--- config.mk ---
export PLATFORM = sky130hd
export DESIGN_NAME = sss_core
export DESIGN_NICKNAME = d
export VERILOG_FILES = /design/src/include/sss_pkg.sv /design/src/core/sss_core.sv
export SDC_FILE = /design/constraint.sdc
export NUM_CORES = 1
export LEC_CHECK = 0
export ABC_CLOCK_PERIOD_IN_PS = 8250
export BUFFER_PORTS_ARGS = -buffer_cell sky130_fd_sc_hd__buf_4
export CAP_MARGIN = 20
export CELL_PAD_IN_SITES_DETAIL_PLACEMENT = 0
export CELL_PAD_IN_SITES_GLOBAL_PLACEMENT = 1
export CORE_AREA = 2 2 133 135
export DETAILED_ROUTE_END_ITERATION = 12
export DIE_AREA = 0 0 135 137
export PLACE_DENSITY_LB_ADDON = 0.1
export REMOVE_ABC_BUFFERS = 1
export SYNTH_ARGS = -nofsm -noshare
export SYNTH_HDL_FRONTEND = slang
export SYNTH_SLANG_ARGS = --single-unit
--- constraint.sdc ---
create_clock -name clk_i -period 8.25 [get_ports clk_i]
set_input_delay 1.65 -clock clk_i [delete_from_list [all_inputs] [get_ports clk_i]]
set_output_delay 1.65 -clock clk_i [all_outputs]
set_load 0.05 [all_outputs]
--- src/include/sss_pkg.sv ---
// screen sequencer and saver: shared constants, carriers and helpers
// assumes a one-second tick from elsewhere and pulsed key inputs
package sss_pkg;

   // ---------------------------------------------------------------
   // widths and limits
   // ---------------------------------------------------------------
   localparam int SSS_NSCR = 8;
   localparam logic [11:0] SSS_DWELL_MIN = 12'h001;
   localparam logic [11:0] SSS_DWELL_MAX = 12'hE10;
   localparam logic [7:0] SSS_MASK_RST = 8'hFF;
   localparam logic [7:0] SSS_MASK_KEEP = 8'h01;

   // ---------------------------------------------------------------
   // factory defaults, for the settings store that feeds the ports
   // ---------------------------------------------------------------
   localparam logic SSS_MODE_DFLT = 1'b0;
   localparam logic [7:0] SSS_OP_BRIGHT_DFLT = 8'h7F;
   localparam logic [15:0] SSS_TIMEOUT_DFLT = 16'h0384;
   localparam logic SSS_PREC_DFLT = 1'b0;

   // ---------------------------------------------------------------
   // saver modes
   // ---------------------------------------------------------------
   localparam logic [1:0] SSS_SS_OFF = 2'h0;
   localparam logic [1:0] SSS_SS_DIM = 2'h1;
   localparam logic [1:0] SSS_SS_SCROLL = 2'h2;
   localparam logic [1:0] SSS_SS_BLANK = 2'h3;
   localparam logic [1:0] SSS_SS_DFLT = SSS_SS_SCROLL;

   typedef struct packed {
      logic up;
      logic down;
      logic right;
      logic enter;
      logic esc;
      logic other;
   } sss_keys_t;

   typedef struct packed {
      logic [7:0] bright;
      logic on;
      logic scroll;
      logic extra_digit;
   } sss_disp_t;

   // next enabled screen in the chosen direction, circular
   function automatic logic [2:0] sss_step(input logic [2:0] cur,
                                           input logic [7:0] m,
                                           input logic fwd);
      logic [2:0] idx;
      logic [2:0] res;
      logic found;
      idx = cur;
      res = cur;
      found = 1'b0;
      for (int i = 0; i < SSS_NSCR; i++) begin
         idx = fwd ? idx + 3'h1 : idx - 3'h1;
         if (!found && m[idx]) begin
            res = idx;
            found = 1'b1;
         end
      end
      return res;
   endfunction : sss_step

   // dwell time forced into its legal range
   function automatic logic [11:0] sss_clamp(input logic [11:0] v);
      logic [11:0] r;
      r = v;
      if (v < SSS_DWELL_MIN) begin
         r = SSS_DWELL_MIN;
      end else if (v > SSS_DWELL_MAX) begin
         r = SSS_DWELL_MAX;
      end
      return r;
   endfunction : sss_clamp

endpackage : sss_pkg

--- src/core/sss_core.sv ---
// screen sequencer and saver for the local display panel
// assumes key inputs are one-cycle pulses synchronous to clk_i and that
// sec_tick_i pulses for one cycle once per second
//
// Notes on behaviour
// - static mode: up pages forward, down back
// - paging wraps circularly past last screen
// - masked screens skipped in every mode
// - first screen can never be masked
// - mode input picks static or dynamic
// - dynamic dwell whole seconds, 1 to 3600
// - eight-bit enable mask, all set at reset
// - right key toggles selected pending mask bit
// - enter commits mask and requests save
// - eight-bit operating brightness when saver idle
// - saver modes: off, dim, scroll, blank
// - saver starts when idle seconds reach timeout
// - any key restores brightness, clears timer
// - dim saver uses separate 7-bit brightness
// - saver settings frozen while saver active
// - scroll saver keeps operating brightness
// - elevated precision adds one fractional digit
`timescale 1ns/1ns

module sss_core (
   input wire logic clk_i,
   input wire logic rst_b_i,
   input wire logic sec_tick_i,
   input wire sss_pkg::sss_keys_t keys_i,
   input wire logic edit_i,
   input wire logic dyn_mode_i,
   input wire logic [11:0] dwell_s_i,
   input wire logic [7:0] op_bright_i,
   input wire logic [1:0] ss_mode_i,
   input wire logic [15:0] ss_timeout_i,
   input wire logic [6:0] ss_bright_i,
   input wire logic elevated_i,
   output logic [2:0] screen_o,
   output logic [7:0] mask_o,
   output logic [7:0] edit_mask_o,
   output logic [2:0] edit_sel_o,
   output logic mask_save_o,
   output logic saver_active_o,
   output sss_pkg::sss_disp_t disp_o
);
   import sss_pkg::*;

   // ---------------------------------------------------------------
   // declarations
   // ---------------------------------------------------------------
   typedef enum logic [1:0] {
      SS_IDLE = 2'b01,
      SS_ON = 2'b10
   } sss_ss_state_t;

   sss_ss_state_t ss_q;
   sss_ss_state_t ss_d;
   logic [2:0] scr_q;
   logic [2:0] scr_d;
   logic [7:0] mask_q;
   logic [7:0] pend_q;
   logic [2:0] sel_q;
   logic edit_q;
   logic save_q;
   logic [11:0] dwell_cnt_q;
   logic [15:0] idle_cnt_q;
   logic [1:0] ss_mode_q;
   logic [6:0] ss_bright_q;
   sss_disp_t disp_q;
   sss_disp_t disp_d;
   logic [7:0] eff_mask;
   logic activity;
   logic wake;
   logic page_up;
   logic page_dn;
   logic dwell_done;
   logic [11:0] dwell_lim;

   // ---------------------------------------------------------------
   // key decode
   // ---------------------------------------------------------------
   assign activity = keys_i.up | keys_i.down | keys_i.right
                   | keys_i.enter | keys_i.esc | keys_i.other;
   // the press that wakes the panel is swallowed so the operator does
   // not page blind while the screen is dark or scrolling
   assign wake = activity && (ss_q == SS_ON);
   assign page_up = keys_i.up && !edit_i && !dyn_mode_i && !wake;
   assign page_dn = keys_i.down && !edit_i && !dyn_mode_i && !wake;

   assign eff_mask = mask_q | SSS_MASK_KEEP;
   assign dwell_lim = sss_clamp(dwell_s_i);
   assign dwell_done = dyn_mode_i && sec_tick_i
                     && (dwell_cnt_q + 12'h001 >= dwell_lim);

   // ---------------------------------------------------------------
   // screen selection
   // ---------------------------------------------------------------
   always_comb begin
      scr_d = scr_q;
      if (!eff_mask[scr_q]) begin
         scr_d = sss_step(scr_q, eff_mask, 1'b1);
      end else if (page_up) begin
         scr_d = sss_step(scr_q, eff_mask, 1'b1);
      end else if (page_dn) begin
         scr_d = sss_step(scr_q, eff_mask, 1'b0);
      end else if (dwell_done) begin
         scr_d = sss_step(scr_q, eff_mask, 1'b1);
      end
   end

   always_ff @(posedge clk_i or negedge rst_b_i) begin
      if (!rst_b_i) begin
         scr_q <= 3'h0;
      end else begin
         scr_q <= scr_d;
      end
   end

   // ---------------------------------------------------------------
   // dwell timer
   // ---------------------------------------------------------------
   always_ff @(posedge clk_i or negedge rst_b_i) begin
      if (!rst_b_i) begin
         dwell_cnt_q <= 12'h000;
      end else if (scr_d != scr_q || !dyn_mode_i) begin
         dwell_cnt_q <= 12'h000;
      end else if (sec_tick_i) begin
         dwell_cnt_q <= dwell_cnt_q + 12'h001;
      end
   end

   // ---------------------------------------------------------------
   // mask editing
   // ---------------------------------------------------------------
   always_ff @(posedge clk_i or negedge rst_b_i) begin
      if (!rst_b_i) begin
         edit_q <= 1'b0;
      end else begin
         edit_q <= edit_i;
      end
   end

   // pending copy shows the markers; live mask untouched until enter
   always_ff @(posedge clk_i or negedge rst_b_i) begin
      if (!rst_b_i) begin
         pend_q <= SSS_MASK_RST;
         sel_q <= 3'h0;
      end else if (edit_i && !edit_q) begin
         pend_q <= eff_mask;
         sel_q <= 3'h0;
      end else if (edit_i && !wake) begin
         if (keys_i.right) begin
            pend_q <= (pend_q ^ (8'h01 << sel_q)) | SSS_MASK_KEEP;
         end
         if (keys_i.up) begin
            sel_q <= sel_q + 3'h1;
         end else if (keys_i.down) begin
            sel_q <= sel_q - 3'h1;
         end
      end
   end

   always_ff @(posedge clk_i or negedge rst_b_i) begin
      if (!rst_b_i) begin
         mask_q <= SSS_MASK_RST;
         save_q <= 1'b0;
      end else begin
         save_q <= 1'b0;
         if (edit_i && edit_q && keys_i.enter && !wake) begin
            mask_q <= pend_q | SSS_MASK_KEEP;
            save_q <= 1'b1;
         end
      end
   end

   // ---------------------------------------------------------------
   // screensaver
   // ---------------------------------------------------------------
   always_comb begin
      ss_d = ss_q;
      case (ss_q)
         SS_IDLE: begin
            if (!activity && ss_mode_q != SSS_SS_OFF
                && idle_cnt_q >= ss_timeout_i) begin
               ss_d = SS_ON;
            end
         end
         SS_ON: begin
            if (activity) begin
               ss_d = SS_IDLE;
            end
         end
         default: begin
            ss_d = SS_IDLE;
         end
      endcase
   end

   always_ff @(posedge clk_i or negedge rst_b_i) begin
      if (!rst_b_i) begin
         ss_q <= SS_IDLE;
      end else begin
         ss_q <= ss_d;
      end
   end

   // counts from reset, then from the latest key; saturates
   always_ff @(posedge clk_i or negedge rst_b_i) begin
      if (!rst_b_i) begin
         idle_cnt_q <= 16'h0000;
      end else if (activity) begin
         idle_cnt_q <= 16'h0000;
      end else if (sec_tick_i && idle_cnt_q != 16'hFFFF) begin
         idle_cnt_q <= idle_cnt_q + 16'h0001;
      end
   end

   // settings track the inputs only while the saver is idle
   always_ff @(posedge clk_i or negedge rst_b_i) begin
      if (!rst_b_i) begin
         ss_mode_q <= SSS_SS_DFLT;
         ss_bright_q <= 7'h00;
      end else if (ss_q == SS_IDLE) begin
         ss_mode_q <= ss_mode_i;
         ss_bright_q <= ss_bright_i;
      end
   end

   // ---------------------------------------------------------------
   // panel drive
   // ---------------------------------------------------------------
   always_comb begin
      disp_d.bright = op_bright_i;
      disp_d.on = 1'b1;
      disp_d.scroll = 1'b0;
      disp_d.extra_digit = elevated_i;
      if (ss_d == SS_ON) begin
         case (ss_mode_q)
            SSS_SS_DIM: begin
               disp_d.bright = {1'b0, ss_bright_q};
            end
            SSS_SS_SCROLL: begin
               disp_d.scroll = 1'b1;
            end
            SSS_SS_BLANK: begin
               disp_d.on = 1'b0;
               disp_d.bright = 8'h00;
            end
            default: begin
               disp_d.on = 1'b1;
            end
         endcase
      end
   end

   always_ff @(posedge clk_i or negedge rst_b_i) begin
      if (!rst_b_i) begin
         disp_q <= '{bright: SSS_OP_BRIGHT_DFLT, on: 1'b1, scroll: 1'b0,
                     extra_digit: SSS_PREC_DFLT};
      end else begin
         disp_q <= disp_d;
      end
   end

   // ---------------------------------------------------------------
   // outputs
   // ---------------------------------------------------------------
   assign screen_o = scr_q;
   assign mask_o = eff_mask;
   assign edit_mask_o = pend_q;
   assign edit_sel_o = sel_q;
   assign mask_save_o = save_q;
   assign saver_active_o = (ss_q == SS_ON);
   assign disp_o = disp_q;

endmodule : sss_core

# After elaboration in Yosys (flattened, before gate mapping)
# Cells that the tools add are included.
classes:
  n_lt_le_gt_ge: 21
  reduce_logical: 87
  mul: 0
  n_shift: 1
  div_mod_pow: 0
  eq_ne: 8
  bitwise: 6
  add_sub_neg: 20
  mux: 185
op_table:
  columns: ["operator", "count"]
  rows:
  - ["$mux 1", 116]
  - ["$mux 3", 38]
  - ["$lt 3x4->1 const B", 17]
  - ["$bmux 1 s3", 17]
  - ["$mux 12", 4]
  - ["$logic_and 1x1->1", 45]
  - ["$logic_not 1->1", 33]
  - ["$mux 16", 2]
  - ["$add 3x1->3 const B", 9]
  - ["$sub 3x1->3 const B", 9]
  - ["$mux 8", 3]
  - ["$add 16x1->16 const B", 1]
  - ["$ge 16x16->1", 1]
  - ["$ne 16x16->1 const B", 1]
  - ["$pmux 8 s2", 1]
  - ["$add 12x1->12 const B", 1]
  - ["$ge 12x12->1", 1]
  - ["$gt 12x12->1 const B", 1]
  - ["$lt 12x1->1 const B", 1]
  - ["$mux 10", 1]
  - ["$reduce_bool 2->1", 5]
  - ["$eq 2x2->1 const B", 4]
  - ["$shl 1x3->8 const A", 1]
  - ["$xor 8x8->8", 1]
  - ["other kinds (8)", 15]
totals:
  romBits: 0
  inputBits: 57
  mem_bits_rw: 0
  latch_bits: 0
  elab_cells: 343
  register_bits: 73
  mem_count: 0
  output_inout_bits: 35

# Longest topological paths before layout
# Gate-level depths: netlist of the first run.
depth:
  depth_word: 63
  ltp_mapped: 17
  depth_no_buf: 15

# Worst setup path before layout of the first run
# OpenSTA, ideal clock, no wires.
synth_timing:
  path_kind: "in2reg"
  from: "in dwell_s_i[8]"
  to: "reg dwell_cnt_q[1]"
  path_stages: 15
  path_buffers: 1
  setup_slack_ns: 3.525
  setup_time_ns: 0.119
  t_arrival_ns: 4.607
  cell_sequence: "nor4_1 -> o21ai_0 -> nand4_1 -> a32o_1 -> ha_1 -> nand2b_1 -> a21o_1 -> a21o_1 -> a21oi_1 -> o21ai_0 -> a211oi_1 -> a2111oi_2 -> o311ai_1 -> buf_6 -> nor2_1"
synth_via:
  elab_chain_cells: 12
  elab_cells_between_ends: 14
synth_rtl:
  columns: ["item", "line", "rtl"]
  rows:
  - ["start: declaration", "sss_core.sv:32", "input wire logic [11:0] dwell_s_i,"]
  - ["$gt 12x12->1", "sss_pkg.sv:73", "end else if (v > SSS_DWELL_MAX) begin"]
  - ["$mux 12", "sss_pkg.sv:73", null]
  - ["$mux 12 *", "sss_pkg.sv:71", "if (v < SSS_DWELL_MIN) begin"]
  - ["$ge 12x12->1 *", "sss_core.sv:93", "&& (dwell_cnt_q + 12'h001 >= dwell_lim);"]
  - ["$logic_and 1x1->1 *", "sss_core.sv:93", null]
  - ["$mux 3 *", "sss_core.sv:106", "end else if (dwell_done) begin"]
  - ["$mux 3 *", "sss_core.sv:104", "end else if (page_dn) begin"]
  - ["$mux 3 *", "sss_core.sv:102", "end else if (page_up) begin"]
  - ["$mux 3 *", "sss_core.sv:100", "if (!eff_mask[scr_q]) begin"]
  - ["$ne 3x3->1 *", "sss_core.sv:125", "end else if (scr_d != scr_q || !dyn_mode_i) begin"]
  - ["$logic_or 1x1->1 *", "sss_core.sv:125", null]
  - ["$mux 12 or $reduce_bool 2->1 (tied branches)", null, null]
  - ["end signal: assignment", "sss_core.sv:128", "dwell_cnt_q <= dwell_cnt_q + 12'h001;"]
  - ["end: declaration", "sss_core.sv:65", "logic [11:0] dwell_cnt_q;"]
# Every way passes the cells marked *; elsewhere a longest branch is shown, timed or not.
# A chain may end at the register's enable or synchronous reset.

# Final worst setup path of the first run
layout_timing:
  from: "reg scr_q[0] (netlist: screen_o[0])"
  to: "reg dwell_cnt_q[7]"
layout_via:
  elab_chain_cells: 60
  elab_cells_between_ends: 240
layout_rtl:
  columns: ["item", "line", "rtl"]
  rows:
  - ["start: declaration", "sss_core.sv:58", "logic [2:0] scr_q;"]
  - ["start signal: assignment", "sss_core.sv:115", "scr_q <= scr_d;"]
  - ["$add 3x1->3", "sss_pkg.sv:58", "idx = fwd ? idx + 3'h1 : idx - 3'h1;"]
  - ["$bmux 1 s3", "sss_pkg.sv:59", "if (!found && m[idx]) begin"]
  - ["$mux 1 (implied by the code)", "sss_pkg.sv:59", null]
  - ["$mux 1", "sss_pkg.sv:59", null]
  - ["$mux 1", "sss_core.sv:106", null]
  - ["$mux 1", "sss_core.sv:104", null]
  - ["$mux 1", "sss_core.sv:102", null]
  - ["$mux 1", "sss_core.sv:100", null]
  - ["[... 44 more ...]", null, null]
  - ["$mux 3", "sss_pkg.sv:59", null]
  - ["$mux 3", "sss_core.sv:106", null]
  - ["$mux 3", "sss_core.sv:104", null]
  - ["$mux 3", "sss_core.sv:102", null]
  - ["$mux 3", "sss_core.sv:100", null]
  - ["$ne 3x3->1 *", "sss_core.sv:125", null]
  - ["$logic_or 1x1->1 *", "sss_core.sv:125", null]
  - ["$mux 12 or $reduce_bool 2->1 (tied branches)", null, null]
# Every way passes the cells marked *; elsewhere a longest branch is shown, timed or not. The select of a mux whose other input is x is not followed.

==> results.json, run 1 <==
{
  "status": "completed",
  "dr_total_vias": 5179,
  "routed_wl_um": 16360,
  "nets": 821,
  "drc_errors": 0,
  "syn_area_mm2": 0.005893,
  "fin_crit_ps": 5578,
  "synth.distinct_cells": 78,
  "die_h_um": 137,
  "synth_cells": 647,
  "worstSetupPathType": "reg2reg",
  "synth_edf_count": 0,
  "fin_crit_sh_pct": 67.61,
  "ys.flop_type": "dfrtp_1",
  "cpMaxStageDelayCell": "ha_1",
  "insertion_delay_ps": 330,
  "fin_util_pct": 41.39,
  "wire_per_inst_um": 17.09,
  "grt_pass1_wl_um": 27110,
  "fin_tns_setup_ps": 0,
  "coreArea_mm2": 0.01706,
  "clock_sinks": 72,
  "cp_data_arrival_time_ps": 5790,
  "start_kind": "register",
  "die_w_um": 135,
  "cts_tree": "built",
  "fin_worst_skew_ps": 5.487,
  "viasPerCell": 5.412,
  "cts_setup_buffers": 0,
  "drtIter0Drc": 283,
  "relSlewSlack_pct": 28.93,
  "clkTransAtPathRegs_ps": 60,
  "yosysTopAreaCell": "dfrtp_1",
  "h-tree-depth": 3,
  "finalSetupViolations": 0,
  "ys_top_cells_by_area": "dfrtp_1, dfstp_2, ha_1",
  "syn_area_per_cell_um2": 9.108,
  "rsz0062_at_grt": "no",
  "synth-seq-cells": 72,
  "required_ps": 8470,
  "drv_cap": 0,
  "grt_antenna_before_repair": 0,
  "dp_hpwl_um": 12370,
  "final_cell_count_no_fill": 957,
  "cp_max_fo": 30,
  "rows": 48,
  "gp_congestion": 0.8829,
  "hold_buffers": 0,
  "first_pass_iters": 5,
  "synth_top_area_share_pct": 20.38,
  "fmax_mhz": 179.3,
  "root_buffer": "clkbuf_16",
  "ant_nets": 0,
  "finalHoldViolCount": 0,
  "die-area_mm2": 0.01850,
  "max_stage_delay_ps": 1210,
  "grt_max_degree": 73,
  "layout-drive-gt1-share_pct": 25.55,
  "clock_path_buffers": 2,
  "io_buffers": 89,
  "start_util_pct": 34.55,
  "end_kind": "register",
  "place_inst": 941,
  "grt_pass1_vias": 5121,
  "syn_to_final_growth_pct": 19.79,
  "grt.total_usage_pct": 18.29,
  "drv_slew": 0,
  "placed_area_mm2": 0.006730,
  "yosysWarnings": 0,
  "antenna_cells": 0,
  "globalRoute.totalOverflow": 0,
  "io_pins": 92,
  "tightest_slew_ps": 1066,
  "fillers": 1759,
  "ctsResizeCount": 0,
  "cts_made_buffers": 9,
  "crit_chain": "buf_4 > clkinv_1 > ha_1 > mux2_2 > mux2i_1 > mux2i_1 > a2111oi_0 > o32ai_1 > a22oi_1 > nor4b_2 > o311ai_1 > buf_4 > nor2_1",
  "worstHoldPathType": "reg2reg",
  "synth_seq_area_share_pct": 31.08,
  "ys_async_sr_fraction_pct": 100.0,
  "final_area_mm2": 0.007059
}
==> area by class of cell <==
type | count | area, µm² | area share, %
Sequential cell | 72 | 1832 | 25.95
Inverter | 34 | 127.6 | 1.808
Tap cell | 225 | 281.5 | 3.988
Multi-Input combinational cell | 518 | 3799 | 53.81
Clock inverter | 7 | 103.9 | 1.471
Timing Repair Buffer | 92 | 690.7 | 9.784
Clock buffer | 9 | 225.2 | 3.190
==> per-layer routing <==
metal	share of wire, %	global-route usage, %	up-vias	wire (µm)
li1	-	-	2499	-
met1	45	25.29	2491	7421
met2	46	28.88	172	7536
met3	7.1	3.778	17	1158
met4	1.5	5.440	0	242
met5	0	0	-	0
==> sequential cells by signal, indices dropped and copies added, names as in the netlist <==
| signal | count |
|---|---|
| idle_cnt_q | 16 |
| edit_sel_o | 3 |
| ss_q | 2 |
| ss_mode_q | 2 |
| mask_q | 7 |
| edit_q | 1 |
| dwell_cnt_q | 12 |
| ss_bright_q | 7 |
| screen_o | 3 |
| mask_save_o | 1 |
| disp_o | 11 |
| edit_mask_o | 7 |
==> cell usage after synthesis, drive strengths merged, types with 3 or more instances <==
cell type,n
a2111oi,6
a211o,4
a211oi,5
a21o,13
a21oi,35
a22oi,3
a32o,3
and2,3
and3,9
buf,14
clkbuf,10
dfrtp,48
dfstp,24
ha,36
inv,33
mux2,29
mux2i,18
mux4,9
nand2,64
nand2b,3
nand3,20
nand4,12
nor2,65
nor2b,12
nor3,16
nor4,9
o211ai,3
o21a,4
o21ai,34
o22ai,8
o31ai,3
o32ai,3
or3,3
xnor2,17
xor2,37
==> kinds of logic (layout without fill, tap and decap cells) <==
logic type,Yosys count,in the layout,share of synthesized area (%)
AO/OA/AOI/OAI,140,140,15.78
XOR/XNOR,57,57,9.872
adder cells (fa/ha/maj),37,37,7.983
buffers and inverters,58,142,4.522
flip-flops,72,72,31.08
multiplexers,56,56,12.31
other,1,2,0.06363
AND/OR/NAND/NOR,226,226,18.39
==> metrics by stage <==
stage | hold slack, ps | setup slack, ps
after global routing | 529.9 | 2364
after detailed placement | 491.6 | 2747
final | 503.1 | 2672
after CTS | 506.9 | 2714
after global placement | 482.3 | 2855
after floorplan | 472.7 | 2464
==> critical path, delay by kind of cell (launching register included) <==
family	cells	cell delay, ps
buffers and inverters	3	1110
adder cells (fa/ha/maj)	1	1210
AO/OA/AOI/OAI	4	1210
AND/OR/NAND/NOR	2	160
multiplexers	3	1440
flip-flops	1	320
==> final timing paths <==
check                          startpoint         endpoint  slack (ps)  depth (start not counted)
hold reg to reg            ss_bright_q[4]   ss_bright_q[4]         500                          1
setup reg to reg              screen_o[0]   dwell_cnt_q[7]        2670                         13
min in group asynchronous         rst_b_i  dwell_cnt_q[11]        1450                          1
max in group asynchronous         rst_b_i      screen_o[0]        6180                          1
hold / removal             ss_bright_q[4]   ss_bright_q[4]         500                          1
setup / recovery              screen_o[0]   dwell_cnt_q[7]        2670                         13
==> layout by cell type, fill, tap and decap left out, types with 3 or more instances in the layout <==
master,count
buf_4,92
nor2_1,65
nand2_1,64
dfrtp_1,48
xor2_1,36
ha_1,36
a21oi_1,34
inv_1,33
o21ai_0,31
mux2_2,29
dfstp_2,24
nand3_1,19
xnor2_1,16
mux2i_1,16
nor3_1,15
a21o_1,13
nand4_1,12
nor2b_1,12
and3_1,9
mux4_2,9
clkbuf_16,9
nor4_1,8
o22ai_1,8
a211oi_1,5
a211o_1,4
o21a_1,4
a2111oi_0,4
a32o_1,3
and2_1,3
nand2b_1,3
o21ai_1,3
a22oi_1,3
o31ai_1,3
or3_1,3
o211ai_1,3
Power of run 1 is left out: the tool's default activity adds up to more than one toggle a clock period on the data nets, which glitch-free logic cannot reach.
==> inputs of run 2 (changes only) <==
--- a/config.mk
+++ b/config.mk
@@ -5,14 +5,15 @@
 export SDC_FILE = /design/constraint.sdc
 export NUM_CORES = 1
 export LEC_CHECK = 0
-export ABC_CLOCK_PERIOD_IN_PS = 8250
+export ABC_AREA = 1
+export ABC_CLOCK_PERIOD_IN_PS = 4900
 export BUFFER_PORTS_ARGS = -buffer_cell sky130_fd_sc_hd__buf_4
 export CAP_MARGIN = 20
 export CELL_PAD_IN_SITES_DETAIL_PLACEMENT = 0
 export CELL_PAD_IN_SITES_GLOBAL_PLACEMENT = 1
-export CORE_AREA = 2 2 133 135
+export CORE_AREA = 2 2 131 133
 export DETAILED_ROUTE_END_ITERATION = 12
-export DIE_AREA = 0 0 135 137
+export DIE_AREA = 0 0 133 135
 export PLACE_DENSITY_LB_ADDON = 0.1
 export REMOVE_ABC_BUFFERS = 1
 export SYNTH_ARGS = -nofsm -noshare
==> constraint.sdc (replaced) <==
create_clock -name clk_i -period 4.9 [get_ports clk_i]
set_input_delay 0.98 -clock clk_i [delete_from_list [all_inputs] [get_ports clk_i]]
set_output_delay 0.98 -clock clk_i [all_outputs]
set_load 0.05 [all_outputs]
==> run 2 against run 1 <==
Clock-buffer cell count is the same. Final cell count grew 16%. Area after synthesis shrank 3.7%. Hold slack lost 45 ps. Final area shrank 2.9%. Highest routed layer unchanged.
==> results.json, run 2 <==
{
  "synth.distinct_cells": 52,
  "die-area_mm2": 0.01796,
  "yosysWarnings": 0,
  "grt_use_met2_pct": 28.76,
  "clock_sinks": 72,
  "ys.flop_type": "dfrtp_1",
  "cp_max_fo": 12,
  "synth_seq_area_share_pct": 32.28,
  "hold_ws_ps": 458.0,
  "drc_errors": 0,
  "drtIter0Drc": 184,
  "final_common_cell": "nand2_1",
  "first_pass_iters": 4,
  "drv_slew": 0,
  "nets": 975,
  "fin_worst_skew_ps": 8.272,
  "mostFrequentLayoutCells": "nand2_1, inv_1, buf_4",
  "coreArea_mm2": 0.01641,
  "wire_per_inst_um": 13.16,
  "required_ps": 5150,
  "leakagePower_nw": 3.482,
  "rsz0062_at_grt": "no",
  "end_kind": "register",
  "fin_crit_ps": 4243,
  "dp_hpwl_um": 11500,
  "met1_usage_pct": 21.81,
  "insertion_delay_ps": 330,
  "ant_nets": 0,
  "synth_cells": 791,
  "io_buffers": 89,
  "synth_top_area_share_pct": 21.17,
  "yosysTopAreaCell": "dfrtp_1",
  "cts_setup_buffers": 0,
  "worstSetupPathType": "reg2reg",
  "globalRoute.totalOverflow": 0,
  "clkTransAtPathRegs_ps": 60,
  "relSlewSlack_pct": 37.79,
  "synth_edf_count": 0,
  "grt.met3_usage_pct": 2.477,
  "fin_util_pct": 41.78,
  "max_stage_delay_ps": 810,
  "cts_tree": "built",
  "crit_buf_inv": 3,
  "ctsResizeCount": 0,
  "busiest_layer": "met2",
  "worstHoldPathType": "reg2reg",
  "tightest_slew_ps": 933.2,
  "crit_family": "simple AND/OR/NAND/NOR gates",
  "root_buffer": "clkbuf_16",
  "largest_register": "idle_cnt_q",
  "fin_crit_sh_pct": 86.60,
  "holdPathStages": 1,
  "grt_pass1_vias": 4969,
  "io_pins": 92,
  "drv_cap": 0,
  "die_w_um": 133,
  "crit_top_cell": "nand2_1",
  "p_per_area_mw_per_mm2": 733.9,
  "synth-seq-cells": 72,
  "fmax_mhz": 235.7,
  "hold_buffers": 0,
  "crit_chain": "clkinv_1 > ha_1 > nand2_2 > inv_2 > nor2_4 > nand2_1 > o21ai_1 > nand2_1 > nand2_2 > nor2_4 > nand2_2 > nor2_4 > nand2_2 > nor2_4 > o2111ai_1 > nand3b_1 > nand2_1 > nand2_1 > nand2_1 > nand3_1 > nand2_1 > inv_1 > nand3_2 > nor2_1",
  "largest_reg_flops": 16,
  "place_inst": 1090,
  "viasPerCell": 4.683,
  "yosysMostFrequentCell": "nand2_1",
  "rows": 47,
  "grt_antenna_before_repair": 0,
  "syn_to_final_growth_pct": 20.82,
  "clock_path_buffers": 2,
  "irDropWorstVdd_mv": 0.3761,
  "start_kind": "register",
  "final_cell_count_no_fill": 1106,
  "status": "completed",
  "layout-drive-gt1-share_pct": 21.90,
  "synth_common_cells": "nand2_1, inv_1, o21ai_0, nand3_1, dfrtp_1",
  "reg2reg_depth": 24,
  "grt_max_degree": 73,
  "start_util_pct": 34.58,
  "cts_made_buffers": 9,
  "fillers": 1742,
  "cpMaxStageDelayCell": "ha_1",
  "die_h_um": 135,
  "grt_pass1_wl_um": 24340,
  "dr_total_vias": 5179,
  "ys_top_cells_by_area": "dfrtp_1, nand2_1, dfstp_2",
  "syn_area_per_cell_um2": 7.173,
  "h-tree-depth": 3,
  "finalSetupViolations": 0,
  "cp_data_arrival_time_ps": 4490,
  "syn_area_mm2": 0.005674,
  "worstSetupPathDepth": 24,
  "fin_tns_setup_ps": 0,
  "ys_async_sr_fraction_pct": 100.0,
  "antenna_cells": 0,
  "finalHoldViolCount": 0,
  "routed_wl_um": 14560,
  "grt.total_usage_pct": 16.59,
  "gp_congestion": 0.8501
}
## run 2: report_power, final
group          switching, W  internal, W
registers          0.000125     0.000762
logic               0.00240      0.00110
clock network      0.000252     0.000394
total               0.00277      0.00226
## run 2: area by class of cell
cell class,count,area (µm²),area share (%)
inverters,132,498.0,7.264
repair buffers,93,698.2,10.18
well taps,220,275.3,4.015
flip-flops and latches,72,1832,26.72
clock buffers,9,225.2,3.285
clock inverters,7,70.07,1.022
multi-input cells,573,3257,47.51
## run 2: per-layer routing
metal	wire, µm	vias to the layer above
li1	-	2737
met1	6998	2359
met2	6988	70
met3	396	13
met4	172	0
met5	0	-
## run 2: final timing paths
check,slack (ps),to,start
hold / removal,460,disp_o[2],ss_mode_q[1]
hold reg to reg,460,disp_o[2],ss_mode_q[1]
min in group asynchronous,770,idle_cnt_q[1],rst_b_i
max in group asynchronous,3490,screen_o[0],rst_b_i
setup / recovery,660,dwell_cnt_q[0],screen_o[1]
setup reg to reg,660,dwell_cnt_q[0],screen_o[1]
## run 2: cell families after synthesis
family                     share of synthesized area, %
AOI/OAI and AO/OA                                 14.31
xor gates and xnor gates                          3.109
adders and majority gates                         8.291
buffers and inverters                             10.39
DFF                                               32.28
muxes                                            0.7277
other                                           0.06609
and+or+nand+nor                                   30.83
## run 2: stage by stage
step	setup WS, ps	cell area, µm²	total power [W]
after global placement	406.1	6560	0.004381
final	656.5	6855	0.005031
after CTS	592.8	6855	0.005075
after global routing	183.7	6855	0.005530
after detailed placement	301.2	6560	0.004405
after floorplan	569.6	5587	0.003560
Note: power is estimated with default switching activity, not from simulation.
